==> config.mk <==
export PLATFORM = sky130hd
export DESIGN_NAME = mpw_motor_pwm_unit
export DESIGN_NICKNAME = d
export VERILOG_FILES = /design/src/verilog/mpw_pkg.sv /design/src/verilog/mpw_dead_time.sv /design/src/verilog/mpw_motor_pwm_unit.sv
export SDC_FILE = /design/constraint.sdc
export NUM_CORES = 1
export LEC_CHECK = 0
export BUFFER_PORTS_ARGS = -buffer_cell sky130_fd_sc_hd__buf_2
export CAP_MARGIN = 5
export CORE_MARGIN = 4
export CORE_UTILIZATION = 42
export CTS_CLUSTER_DIAMETER = 30
export DETAILED_ROUTE_END_ITERATION = 6
export GPL_TIMING_DRIVEN = 0
export SLEW_MARGIN = 20
export SYNTH_ARGS = -nofsm -noshare
export SYNTH_HDL_FRONTEND = slang
export SYNTH_HIERARCHICAL = 1
export SYNTH_SLANG_ARGS = --single-unit
==> constraint.sdc <==
create_clock -name ref_clk -period 4.2 [get_ports ref_clk]
set_clock_uncertainty 0.15 [all_clocks]
set_input_delay 0.42 -clock ref_clk [delete_from_list [all_inputs] [get_ports ref_clk]]
set_output_delay 0.42 -clock ref_clk [all_outputs]
set_load 0.01 [all_outputs]
==> src/verilog/mpw_pkg.sv <==
// Constants, register map and helpers for the motor PWM unit
package mpw_pkg;

    // Clock and timing
    localparam int CLK_HZ          = 10_000_000;
    localparam int CLK_NS          = 100;
    localparam int DT_NS           = 1500;
    localparam int DT_CYCLES       = (DT_NS + CLK_NS - 1) / CLK_NS;
    localparam int PWM_HZ          = 10_000;
    localparam int PWM_PERIOD_CYC  = CLK_HZ / PWM_HZ;
    localparam int HALF_PERIOD     = PWM_PERIOD_CYC / 2;

    // Reset values
    localparam logic [15:0] PSTART_RST   = 16'(-HALF_PERIOD);
    localparam logic [15:0] PEND_RST     = 16'(HALF_PERIOD - 1);
    localparam logic [15:0] INIT_RST     = 16'(-HALF_PERIOD);
    localparam logic [15:0] EDGE_ON_RST  = 16'(-HALF_PERIOD / 2);
    localparam logic [15:0] EDGE_OFF_RST = 16'(HALF_PERIOD / 2);
    localparam logic [15:0] DTCNT_RST    = 16'(DT_CYCLES);
    localparam logic [15:0] TRIG_CMP_RST = 16'(DT_CYCLES / 4);
    localparam logic [3:0]  RATIO_RST    = 4'h1;
    localparam logic        RUN_RST      = 1'b0;
    localparam logic        F0EN_RST     = 1'b1;
    localparam logic        F1EN_RST     = 1'b1;

    // Register byte offsets
    localparam logic [7:0] OFS_CTRL      = 8'h00;
    localparam logic [7:0] OFS_STATUS    = 8'h04;
    localparam logic [7:0] OFS_PSTART    = 8'h08;
    localparam logic [7:0] OFS_PEND      = 8'h0c;
    localparam logic [7:0] OFS_INIT      = 8'h10;
    localparam logic [7:0] OFS_EDGE_BASE = 8'h14;
    localparam logic [7:0] OFS_DT_FIRST  = 8'h2c;
    localparam logic [7:0] OFS_DT_SECOND = 8'h30;
    localparam logic [7:0] OFS_TRIG_CMP  = 8'h34;
    localparam logic [7:0] OFS_COUNT     = 8'h38;

    // Control and status fields
    localparam int CTRL_RUN_BIT   = 0;
    localparam int CTRL_F0EN_BIT  = 1;
    localparam int CTRL_F1EN_BIT  = 2;
    localparam int CTRL_RATIO_LSB = 4;
    localparam int ST_LATCH_BIT   = 0;
    localparam int ST_FAULT_BIT   = 1;
    localparam int ST_ARMED_BIT   = 2;

    // Bus handshake states
    typedef enum logic [1:0] {
        BUS_IDLE = 2'b01,
        BUS_ACK  = 2'b10
    } mpw_bus_t;

    // Byte-lane merge of a 16-bit register
    function automatic logic [15:0] mpw_be_merge(
        input logic [15:0] old_v,
        input logic [31:0] wdata,
        input logic [3:0]  be
    );
        logic [15:0] r;
        r = old_v;
        if (be[0]) r[7:0] = wdata[7:0];
        if (be[1]) r[15:8] = wdata[15:8];
        return r;
    endfunction : mpw_be_merge

endpackage : mpw_pkg

==> src/verilog/mpw_dead_time.sv <==
// Dead-time insertion for one complementary phase leg
`timescale 1ns/100ps
module mpw_dead_time
    import mpw_pkg::*;
(
    input  wire logic        ref_clk,
    input  wire logic        resetn,
    input  wire logic        raw_pwm,
    input  wire logic        out_en,
    input  wire logic [15:0] dt_first,
    input  wire logic [15:0] dt_second,
    output logic             pwm_hi,
    output logic             pwm_lo
);
    logic        raw_ff, nxt_raw;
    logic [15:0] cnt_ff, nxt_cnt;
    logic        hi_ff, nxt_hi;
    logic        lo_ff, nxt_lo;

    // Each edge of raw reloads the delay; the turning-on side waits
    always_comb begin
        nxt_raw = raw_pwm;
        nxt_cnt = cnt_ff;
        if (raw_pwm != raw_ff) begin
            nxt_cnt = raw_pwm ? dt_first : dt_second;
        end else if (cnt_ff != 16'h0000) begin
            nxt_cnt = cnt_ff - 16'h0001;
        end
        // Turn-off is immediate, turn-on only after the delay
        nxt_hi = out_en & raw_pwm & (nxt_cnt == 16'h0000);
        nxt_lo = out_en & ~raw_pwm & (nxt_cnt == 16'h0000);
    end

    // Registered outputs avoid glitches on the gate drive
    always_ff @(posedge ref_clk or negedge resetn) begin
        if (!resetn) begin
            raw_ff <= 1'b0;
            cnt_ff <= 16'h0000;
            hi_ff  <= 1'b0;
            lo_ff  <= 1'b0;
        end else begin
            raw_ff <= nxt_raw;
            cnt_ff <= nxt_cnt;
            hi_ff  <= nxt_hi;
            lo_ff  <= nxt_lo;
        end
    end

    assign pwm_hi = hi_ff;
    assign pwm_lo = lo_ff;

endmodule : mpw_dead_time

==> src/verilog/mpw_motor_pwm_unit.sv <==
// Three-phase PWM with dead time, fault shutdown and converter trigger
`timescale 1ns/100ps
module mpw_motor_pwm_unit
    import mpw_pkg::*;
(
    input  wire logic        ref_clk,
    input  wire logic        resetn,
    input  wire logic [7:0]  avs_address,
    input  wire logic        avs_read,
    input  wire logic        avs_write,
    input  wire logic [31:0] avs_writedata,
    input  wire logic [3:0]  avs_byteenable,
    output logic [31:0]      avs_readdata,
    output logic             avs_waitrequest,
    input  wire logic        fault0,
    input  wire logic        fault1_n,
    output logic [2:0]       pwm_hi,
    output logic [2:0]       pwm_lo,
    output logic             converter_trigger
);
    // Bus and register state
    mpw_bus_t    bus_ff, nxt_bus;
    logic [31:0] rdata_ff, nxt_rdata;
    logic        run_ff, nxt_run;
    logic        f0en_ff, nxt_f0en;
    logic        f1en_ff, nxt_f1en;
    logic [3:0]  ratio_ff, nxt_ratio;
    logic [15:0] pstart_sh_ff, nxt_pstart_sh;
    logic [15:0] pend_sh_ff, nxt_pend_sh;
    logic [15:0] init_sh_ff, nxt_init_sh;
    logic [15:0] on_sh_ff [3];
    logic [15:0] nxt_on_sh [3];
    logic [15:0] off_sh_ff [3];
    logic [15:0] nxt_off_sh [3];
    logic [15:0] dt_first_ff, nxt_dt_first;
    logic [15:0] dt_second_ff, nxt_dt_second;
    logic [15:0] trig_cmp_ff, nxt_trig_cmp;
    logic        wr_go;

    // Active copies and counters
    logic [15:0] pstart_ff, nxt_pstart;
    logic [15:0] pend_ff, nxt_pend;
    logic [15:0] init_ff, nxt_init;
    logic [15:0] on_ff [3];
    logic [15:0] nxt_on [3];
    logic [15:0] off_ff [3];
    logic [15:0] nxt_off [3];
    logic [15:0] mcnt_ff, nxt_mcnt;
    logic [15:0] pcnt_ff [3];
    logic [15:0] nxt_pcnt [3];
    logic        armed_ff, nxt_armed;
    logic        latch_ff, nxt_latch;
    logic        master_reload;
    logic        fault_act;
    logic        out_en;
    logic [2:0]  raw_pwm;

    // Trigger submodule state
    logic        tick_ff, nxt_tick;
    logic [3:0]  skip_ff, nxt_skip;
    logic [15:0] tcnt_ff, nxt_tcnt;
    logic        tarm_ff, nxt_tarm;
    logic        trig_ff, nxt_trig;

    // One wait cycle on every access, then answer
    assign avs_waitrequest = (avs_read | avs_write) & (bus_ff == BUS_IDLE);
    assign avs_readdata    = rdata_ff;
    assign wr_go           = avs_write & (bus_ff == BUS_ACK);

    // Bus handshake and read mux
    always_comb begin
        nxt_bus   = bus_ff;
        nxt_rdata = rdata_ff;
        case (bus_ff)
            BUS_IDLE: begin
                if (avs_read | avs_write) nxt_bus = BUS_ACK;
                if (avs_read) begin
                    nxt_rdata = 32'h0000_0000;
                    case (avs_address)
                        OFS_CTRL: begin
                            nxt_rdata[CTRL_RUN_BIT]  = run_ff;
                            nxt_rdata[CTRL_F0EN_BIT] = f0en_ff;
                            nxt_rdata[CTRL_F1EN_BIT] = f1en_ff;
                            nxt_rdata[CTRL_RATIO_LSB +: 4] = ratio_ff;
                        end
                        OFS_STATUS: begin
                            nxt_rdata[ST_LATCH_BIT] = latch_ff;
                            nxt_rdata[ST_FAULT_BIT] = fault_act;
                            nxt_rdata[ST_ARMED_BIT] = armed_ff;
                        end
                        OFS_PSTART:    nxt_rdata[15:0] = pstart_sh_ff;
                        OFS_PEND:      nxt_rdata[15:0] = pend_sh_ff;
                        OFS_INIT:      nxt_rdata[15:0] = init_sh_ff;
                        OFS_DT_FIRST:  nxt_rdata[15:0] = dt_first_ff;
                        OFS_DT_SECOND: nxt_rdata[15:0] = dt_second_ff;
                        OFS_TRIG_CMP:  nxt_rdata[15:0] = trig_cmp_ff;
                        OFS_COUNT:     nxt_rdata[15:0] = mcnt_ff;
                        default: begin
                            for (int i = 0; i < 3; i++) begin
                                if (avs_address == 8'(OFS_EDGE_BASE + 8*i))
                                    nxt_rdata[15:0] = on_sh_ff[i];
                                if (avs_address == 8'(OFS_EDGE_BASE + 8*i + 4))
                                    nxt_rdata[15:0] = off_sh_ff[i];
                            end
                        end
                    endcase
                end
            end
            BUS_ACK: nxt_bus = BUS_IDLE;
            default: nxt_bus = BUS_IDLE;
        endcase
    end

    // Software-written registers; unmapped writes are dropped
    always_comb begin
        nxt_run       = run_ff;
        nxt_f0en      = f0en_ff;
        nxt_f1en      = f1en_ff;
        nxt_ratio     = ratio_ff;
        nxt_pstart_sh = pstart_sh_ff;
        nxt_pend_sh   = pend_sh_ff;
        nxt_init_sh   = init_sh_ff;
        nxt_dt_first  = dt_first_ff;
        nxt_dt_second = dt_second_ff;
        nxt_trig_cmp  = trig_cmp_ff;
        nxt_on_sh     = on_sh_ff;
        nxt_off_sh    = off_sh_ff;
        if (wr_go) begin
            if (avs_address == OFS_CTRL && avs_byteenable[0]) begin
                nxt_run   = avs_writedata[CTRL_RUN_BIT];
                nxt_f0en  = avs_writedata[CTRL_F0EN_BIT];
                nxt_f1en  = avs_writedata[CTRL_F1EN_BIT];
                nxt_ratio = avs_writedata[CTRL_RATIO_LSB +: 4];
            end
            if (avs_address == OFS_PSTART)
                nxt_pstart_sh = mpw_be_merge(pstart_sh_ff, avs_writedata,
                                             avs_byteenable);
            if (avs_address == OFS_PEND)
                nxt_pend_sh = mpw_be_merge(pend_sh_ff, avs_writedata,
                                           avs_byteenable);
            if (avs_address == OFS_INIT)
                nxt_init_sh = mpw_be_merge(init_sh_ff, avs_writedata,
                                           avs_byteenable);
            if (avs_address == OFS_DT_FIRST)
                nxt_dt_first = mpw_be_merge(dt_first_ff, avs_writedata,
                                            avs_byteenable);
            if (avs_address == OFS_DT_SECOND)
                nxt_dt_second = mpw_be_merge(dt_second_ff, avs_writedata,
                                             avs_byteenable);
            if (avs_address == OFS_TRIG_CMP)
                nxt_trig_cmp = mpw_be_merge(trig_cmp_ff, avs_writedata,
                                            avs_byteenable);
            for (int i = 0; i < 3; i++) begin
                if (avs_address == 8'(OFS_EDGE_BASE + 8*i))
                    nxt_on_sh[i] = mpw_be_merge(on_sh_ff[i], avs_writedata,
                                                avs_byteenable);
                if (avs_address == 8'(OFS_EDGE_BASE + 8*i + 4))
                    nxt_off_sh[i] = mpw_be_merge(off_sh_ff[i], avs_writedata,
                                                 avs_byteenable);
            end
        end
    end

    always_ff @(posedge ref_clk or negedge resetn) begin
        if (!resetn) begin
            bus_ff       <= BUS_IDLE;
            rdata_ff     <= 32'h0000_0000;
            run_ff       <= RUN_RST;
            f0en_ff      <= F0EN_RST;
            f1en_ff      <= F1EN_RST;
            ratio_ff     <= RATIO_RST;
            pstart_sh_ff <= PSTART_RST;
            pend_sh_ff   <= PEND_RST;
            init_sh_ff   <= INIT_RST;
            dt_first_ff  <= DTCNT_RST;
            dt_second_ff <= DTCNT_RST;
            trig_cmp_ff  <= TRIG_CMP_RST;
            for (int i = 0; i < 3; i++) begin
                on_sh_ff[i]  <= EDGE_ON_RST;
                off_sh_ff[i] <= EDGE_OFF_RST;
            end
        end else begin
            bus_ff       <= nxt_bus;
            rdata_ff     <= nxt_rdata;
            run_ff       <= nxt_run;
            f0en_ff      <= nxt_f0en;
            f1en_ff      <= nxt_f1en;
            ratio_ff     <= nxt_ratio;
            pstart_sh_ff <= nxt_pstart_sh;
            pend_sh_ff   <= nxt_pend_sh;
            init_sh_ff   <= nxt_init_sh;
            dt_first_ff  <= nxt_dt_first;
            dt_second_ff <= nxt_dt_second;
            trig_cmp_ff  <= nxt_trig_cmp;
            on_sh_ff     <= nxt_on_sh;
            off_sh_ff    <= nxt_off_sh;
        end
    end

    // Full-cycle reload at period end; faults gate the outputs
    assign master_reload = run_ff & (mcnt_ff == pend_ff);
    assign fault_act = (f0en_ff & fault0) | (f1en_ff & ~fault1_n);
    assign out_en = run_ff & armed_ff & ~latch_ff & ~fault_act;

    // Counters, shadow transfer and fault latch
    always_comb begin
        nxt_pstart = pstart_ff;
        nxt_pend   = pend_ff;
        nxt_init   = init_ff;
        nxt_on     = on_ff;
        nxt_off    = off_ff;
        nxt_armed  = armed_ff;
        nxt_mcnt   = mcnt_ff;
        nxt_pcnt   = pcnt_ff;
        if (master_reload) begin
            // Duty only changes here, never mid-period
            nxt_pstart = pstart_sh_ff;
            nxt_pend   = pend_sh_ff;
            nxt_init   = init_sh_ff;
            nxt_on     = on_sh_ff;
            nxt_off    = off_sh_ff;
            nxt_armed  = 1'b1;
            nxt_mcnt   = pstart_ff;
            for (int i = 0; i < 3; i++)
                nxt_pcnt[i] = init_ff;
        end else if (run_ff) begin
            nxt_mcnt = mcnt_ff + 16'h0001;
            for (int i = 0; i < 3; i++)
                nxt_pcnt[i] = pcnt_ff[i] + 16'h0001;
        end
        // Fault holds, clears only at a reload with the fault gone
        if (fault_act)
            nxt_latch = 1'b1;
        else if (master_reload)
            nxt_latch = 1'b0;
        else
            nxt_latch = latch_ff;
    end

    always_ff @(posedge ref_clk or negedge resetn) begin
        if (!resetn) begin
            pstart_ff <= PSTART_RST;
            pend_ff   <= PEND_RST;
            init_ff   <= INIT_RST;
            mcnt_ff   <= PSTART_RST;
            armed_ff  <= 1'b0;
            latch_ff  <= 1'b0;
            for (int i = 0; i < 3; i++) begin
                on_ff[i]   <= EDGE_ON_RST;
                off_ff[i]  <= EDGE_OFF_RST;
                pcnt_ff[i] <= INIT_RST;
            end
        end else begin
            pstart_ff <= nxt_pstart;
            pend_ff   <= nxt_pend;
            init_ff   <= nxt_init;
            mcnt_ff   <= nxt_mcnt;
            armed_ff  <= nxt_armed;
            latch_ff  <= nxt_latch;
            on_ff     <= nxt_on;
            off_ff    <= nxt_off;
            pcnt_ff   <= nxt_pcnt;
        end
    end

    // Signed window around zero gives center alignment
    always_comb begin
        for (int i = 0; i < 3; i++)
            raw_pwm[i] = ($signed(pcnt_ff[i]) >= $signed(on_ff[i])) &&
                         ($signed(pcnt_ff[i]) < $signed(off_ff[i]));
    end

    // Trigger submodule: half-rate counter reloaded by master
    always_comb begin
        nxt_tick = ~tick_ff;
        nxt_skip = skip_ff;
        nxt_tcnt = tcnt_ff;
        nxt_tarm = tarm_ff;
        nxt_trig = 1'b0;
        if (tick_ff && tarm_ff && tcnt_ff == trig_cmp_ff) begin
            nxt_trig = 1'b1;
            nxt_tarm = 1'b0;
        end
        if (tick_ff && tcnt_ff != 16'hffff)
            nxt_tcnt = tcnt_ff + 16'h0001;
        if (master_reload) begin
            if (skip_ff >= ratio_ff) begin
                nxt_skip = 4'h0;
                nxt_tcnt = 16'h0000;
                nxt_tarm = 1'b1;
            end else begin
                nxt_skip = skip_ff + 4'h1;
            end
        end
    end

    always_ff @(posedge ref_clk or negedge resetn) begin
        if (!resetn) begin
            tick_ff <= 1'b0;
            skip_ff <= 4'h0;
            tcnt_ff <= 16'h0000;
            tarm_ff <= 1'b0;
            trig_ff <= 1'b0;
        end else begin
            tick_ff <= nxt_tick;
            skip_ff <= nxt_skip;
            tcnt_ff <= nxt_tcnt;
            tarm_ff <= nxt_tarm;
            trig_ff <= nxt_trig;
        end
    end

    // Crossbar route to the converter trigger pin
    assign converter_trigger = trig_ff;

    // One dead-time stage per phase leg
    for (genvar g = 0; g < 3; g++) begin : g_leg
        mpw_dead_time u_dt (
            .ref_clk   (ref_clk),
            .resetn    (resetn),
            .raw_pwm   (raw_pwm[g]),
            .out_en    (out_en),
            .dt_first  (dt_first_ff),
            .dt_second (dt_second_ff),
            .pwm_hi    (pwm_hi[g]),
            .pwm_lo    (pwm_lo[g])
        );
    end

    // Cycles since last reload, read only by checks
    logic [15:0] gap_ff;
    always_ff @(posedge ref_clk or negedge resetn) begin
        if (!resetn) gap_ff <= 16'h0000;
        else gap_ff <= master_reload ? 16'h0000 : gap_ff + 16'h0001;
    end
endmodule : mpw_motor_pwm_unit

==> impl_metrics.py <==
metrics = {
    "placed_design": {
        "placed_cell_area_um2": 29500,
        "placedCellCount": 3792,
        "post-dp-hpwl_mm": 78.3,
        "pre_cts_slack_ns": -1.25,
        "portBuffers": 52,
        "gp_congestion": 1.00,
    },
    "drt": {
        "drc": 4,
        "num_vias": 24400,
        "firstDrtPassIters": 7,
        "vias_per_cell": 6.05,
        "drtIter0Drc": 2943,
        "routed_wl_mm": 105,
        "ant_nets": 0,
        "post_drt_wl_per_cell_um": 26.0,
    },
    "global_route": {
        "gr-total-overflow": 0,
        "grtUsageTotal_pct": 29.1,
        "grt_pass1_wl_mm": 155,
        "grt_max_degree": 93,
        "antenna_found_initial": 3,
        "grt_pass1_vias": 24000,
    },
    "synth": {
        "synth_edf_count": 0,
        "ys_types": 93,
        "synth_top_family_by_area": "simple AND/OR/NAND/NOR gates",
        "yosys_warnings": 6,
        "async_reset_ff_share_pct": 100,
        "synthesis.area_um2": 27900,
        "syn_inst": 2855,
        "yosysSeqAreaShare_pct": 46.3,
        "synth_simple_gate_area_share_pct": 16.4,
        "synth_xor_area_share_pct": 2.04,
        "synth_flop_cell": "dfrtp_1",
        "synthAdderAreaFrac_pct": 4.88,
        "synth_mux_area_share_pct": 10.6,
        "synth-compound-area-share_pct": 14.9,
        "ys_seq_elements": 507,
        "avgSynthCellArea_um2": 9.78,
    },
    "timing": {
        "layout_min_cycle_time_ns": 4.13,
        "final-setup-viol-count": 0,
        "layout_setup_ws_ns": 0.0704,
        "report.final.slew_viol_count": 0,
        "rsz0062_at_grt": "no",
        "tightest_slew_ns": 1.21,
        "slew_headroom_pct": 17.4,
        "period_share_pct": 98.3,
        "fmax_ghz": 0.242,
        "tns_ns": 0,
        "hold_violations": 0,
    },
    "die": {
        "start_util_pct": 42.4,
        "coreArea_um2": 65900,
        "fp.dieH_um": 266,
        "rows": 94,
        "ios": 90,
        "die_w_um": 266,
        "dieArea_um2": 70700,
    },
    "clocking": {
        "clockRootBuffer": "clkbuf_16",
        "clk_latency_ns": 0.68,
        "clock_path_buffers": 3,
        "cts_made_buffers": 118,
        "htree_levels": 3,
        "cts_tree": "yes",
        "clk_pin_slew_ns": 0.05,
        "cts_sinks": 507,
    },
    "worst_setup_path": {
        "worstRegToRegCells": 8,
        "regToRegEndpoint": "g_leg[1].u_dt/pwm_lo$_DFF_PN0_",
        "worstSetupEndpointType": "register",
        "arrival_ns": 4.56,
        "cp.required_ns": 4.63,
        "worst_setup_path_start_kind": "register",
        "r2r-start": "run_ff$_DFFE_PN0P_",
        "cp_max_fo": 10,
        "path_class": "reg -> reg",
        "r2r_slack_ns": 0.07,
    },
    "pwr": {
        "p_int_mw": 13.7,
        "p_clk_share_pct": 53.7,
        "power_frac_comb_pct": 16.0,
        "p_switching_mw": 5.42,
        "switching_share_pct": 28.3,
        "vdd_drop_max_mv": 0.457,
        "power_frac_seq_pct": 30.3,
        "power_density_nw_per_um2": 556,
        "leakagePower_nw": 15.2,
    },
    "final_layout": {
        "area_growth_pct": 23.2,
        "layoutNonFillerInstCount": 4035,
        "n_fill_cell": 5870,
        "design_area_um2": 34400,
        "final_nets": 3224,
        "fin_util_pct": 52.3,
        "layout-drive-gt1-share_pct": 25.7,
    },
    "job": {
        "maxCapViolations": 0,
    },
    "worst_hold_path": {
        "min_path_type": "in -> async",
    },
    "status": {
        "violations": "design-rule violations",
        "status": "finished with violations",
    },
}
## synth_stat cells, drive strengths merged (48+ instances only)
| library cell | number | area share [%] |
|---|---|---|
| nand2 | 421 | 5.7 |
| dfrtp | 311 | 28 |
| o21ai | 225 | 4.0 |
| mux2 | 206 | 8.3 |
| dfstp | 196 | 18 |
| nor2 | 166 | 2.2 |
| inv | 151 | 2.0 |
| a21oi | 140 | 2.6 |
| clkbuf | 119 | 1.6 |
| ha | 109 | 4.9 |
| nand3 | 72 | 1.3 |
| o22ai | 63 | 1.4 |
| mux2i | 62 | 2.2 |
| buf | 53 | 1.3 |
| nor3 | 48 | 0.91 |
## cell type report
type / count / area (um^2) / area share, %
Multi-Input combinational cell: 2039 / 13900 / 40.3
Sequential cell: 507 / 12900 / 37.6
Timing Repair Buffer: 82 / 664 / 1.93
Inverter: 152 / 571 / 1.66
Tap cell: 864 / 1080 / 3.14
Antenna cell: 1 / 2.50 / 0.00727
Clock buffer: 156 / 3350 / 9.73
Clock inverter: 69 / 1160 / 3.37
Buffer: 165 / 779 / 2.26
## metal layers
layer,global-route usage (%),vias to the layer above,wire length (um)
li1,-,10700,-
met1,41.7,12100,45200
met2,43.3,1344,45200
met3,5.73,282,10100
met4,12.0,0,4620
met5,0,-,0
## critical path, stage by stage (launching register included)
cell and delay (ns):
dfrtp_1 0.57, clkbuf_1 0.60, clkbuf_1 0.86, and4b_1 0.63, o221ai_1 0.27, a21oi_1 0.18, and4b_1 0.23, nor4b_4 0.29
and4_1 0.27
## cell usage in the layout, fill, tap and decap left out, types with 41 or more instances in the layout
| cell type | synthesis | routed |
|---|---|---|
| o21ai_0 | 221 | 220 |
| a22oi_1 | 42 | 41 |
| inv_1 | 151 | 151 |
| clkbuf_16 | 0 | 120 |
| mux2_2 | 206 | 206 |
| nor2_1 | 166 | 163 |
| dfstp_2 | 196 | 196 |
| a21oi_1 | 130 | 130 |
| o22ai_1 | 63 | 58 |
| nor3_1 | 45 | 41 |
| nand3_1 | 70 | 70 |
| dfrtp_1 | 311 | 310 |
| buf_2 | 20 | 70 |
| clkbuf_1 | 119 | 126 |
| ha_1 | 109 | 109 |
| nand2_1 | 421 | 419 |
| mux2i_1 | 62 | 62 |
## sequential cells by signal (all words and copies together), names as in the netlist, 4 cells and up
name	count
g_leg.u_dt/cnt_ff	48
off_ff	48
off_sh_ff	48
on_ff	48
on_sh_ff	48
pcnt_ff	48
avs_readdata	16
dt_first_ff	16
dt_second_ff	16
init_ff	16
init_sh_ff	16
mcnt_ff	16
pend_ff	16
pend_sh_ff	16
pstart_ff	16
pstart_sh_ff	16
tcnt_ff	16
trig_cmp_ff	16
ratio_ff	4
skip_ff	4
## what timing repair did
item | 4_1_cts | 5_1_grt
hold buffers | 21 | 0
gates cloned | 0 | 0
resized for setup | 11 | 33
pin swaps | 1 | 3
endpoints found under the hold margin | 102 | 0
setup endpoints to repair | 20 | 6
setup buffers | 1 | 2
## power by group through the flow
stage | Clock [mW] | Sequential, mW | Combinational (mW)
2_1_floorplan | 0 | 5.73 | 1.99
3_3_place_gp | 0 | 5.82 | 2.79
3_5_place_dp | 0 | 5.85 | 2.87
4_1_cts | 10.4 | 5.79 | 2.95
5_1_grt | 10.6 | 5.85 | 3.33
6_report | 10.3 | 5.81 | 3.06
## how the worst max path moves through the flow
stage	from	end	slack [ns]	cells past startpoint
2_1_floorplan	on_ff[15]$_DFFE_PN1P_	g_leg[2].u_dt/pwm_hi$_DFF_PN0_	0.54	16
3_5_place_dp	pcnt_ff[18]$_DFFE_PN1P_	g_leg[1].u_dt/pwm_lo$_DFF_PN0_	-1.25	15
3_3_place_gp	resetn	g_leg[1].u_dt/cnt_ff[6]$_DFF_PN0_	-7.73	1
6_report	run_ff$_DFFE_PN0P_	g_leg[1].u_dt/pwm_lo$_DFF_PN0_	0.07	8
4_1_cts	on_ff[17]$_DFFE_PN1P_	g_leg[1].u_dt/pwm_lo$_DFF_PN0_	0.002	18
5_1_grt	on_ff[15]$_DFFE_PN1P_	g_leg[2].u_dt/pwm_lo$_DFF_PN0_	0.007	16
## kinds of logic (layout without fill, tap and decap cells)
logic type / count (synthesis) / after routing
compound gates: 658 / 658
xor+xnor: 65 / 65
fa+ha+maj: 109 / 109
buf+inv: 324 / 624
flops: 507 / 507
mux: 269 / 269
other cells: 1 / 17
simple gates: 922 / 922
## metrics by stage
step           hold WS (ns)  power, mW
2_1_floorplan       -0.0256       7.72
6_report              0.203       19.2
5_1_grt               0.230       19.8
3_3_place_gp          0.295       8.61
4_1_cts               0.185       19.1
3_5_place_dp          0.300       8.71
Note: power is estimated with default switching activity, not from simulation.
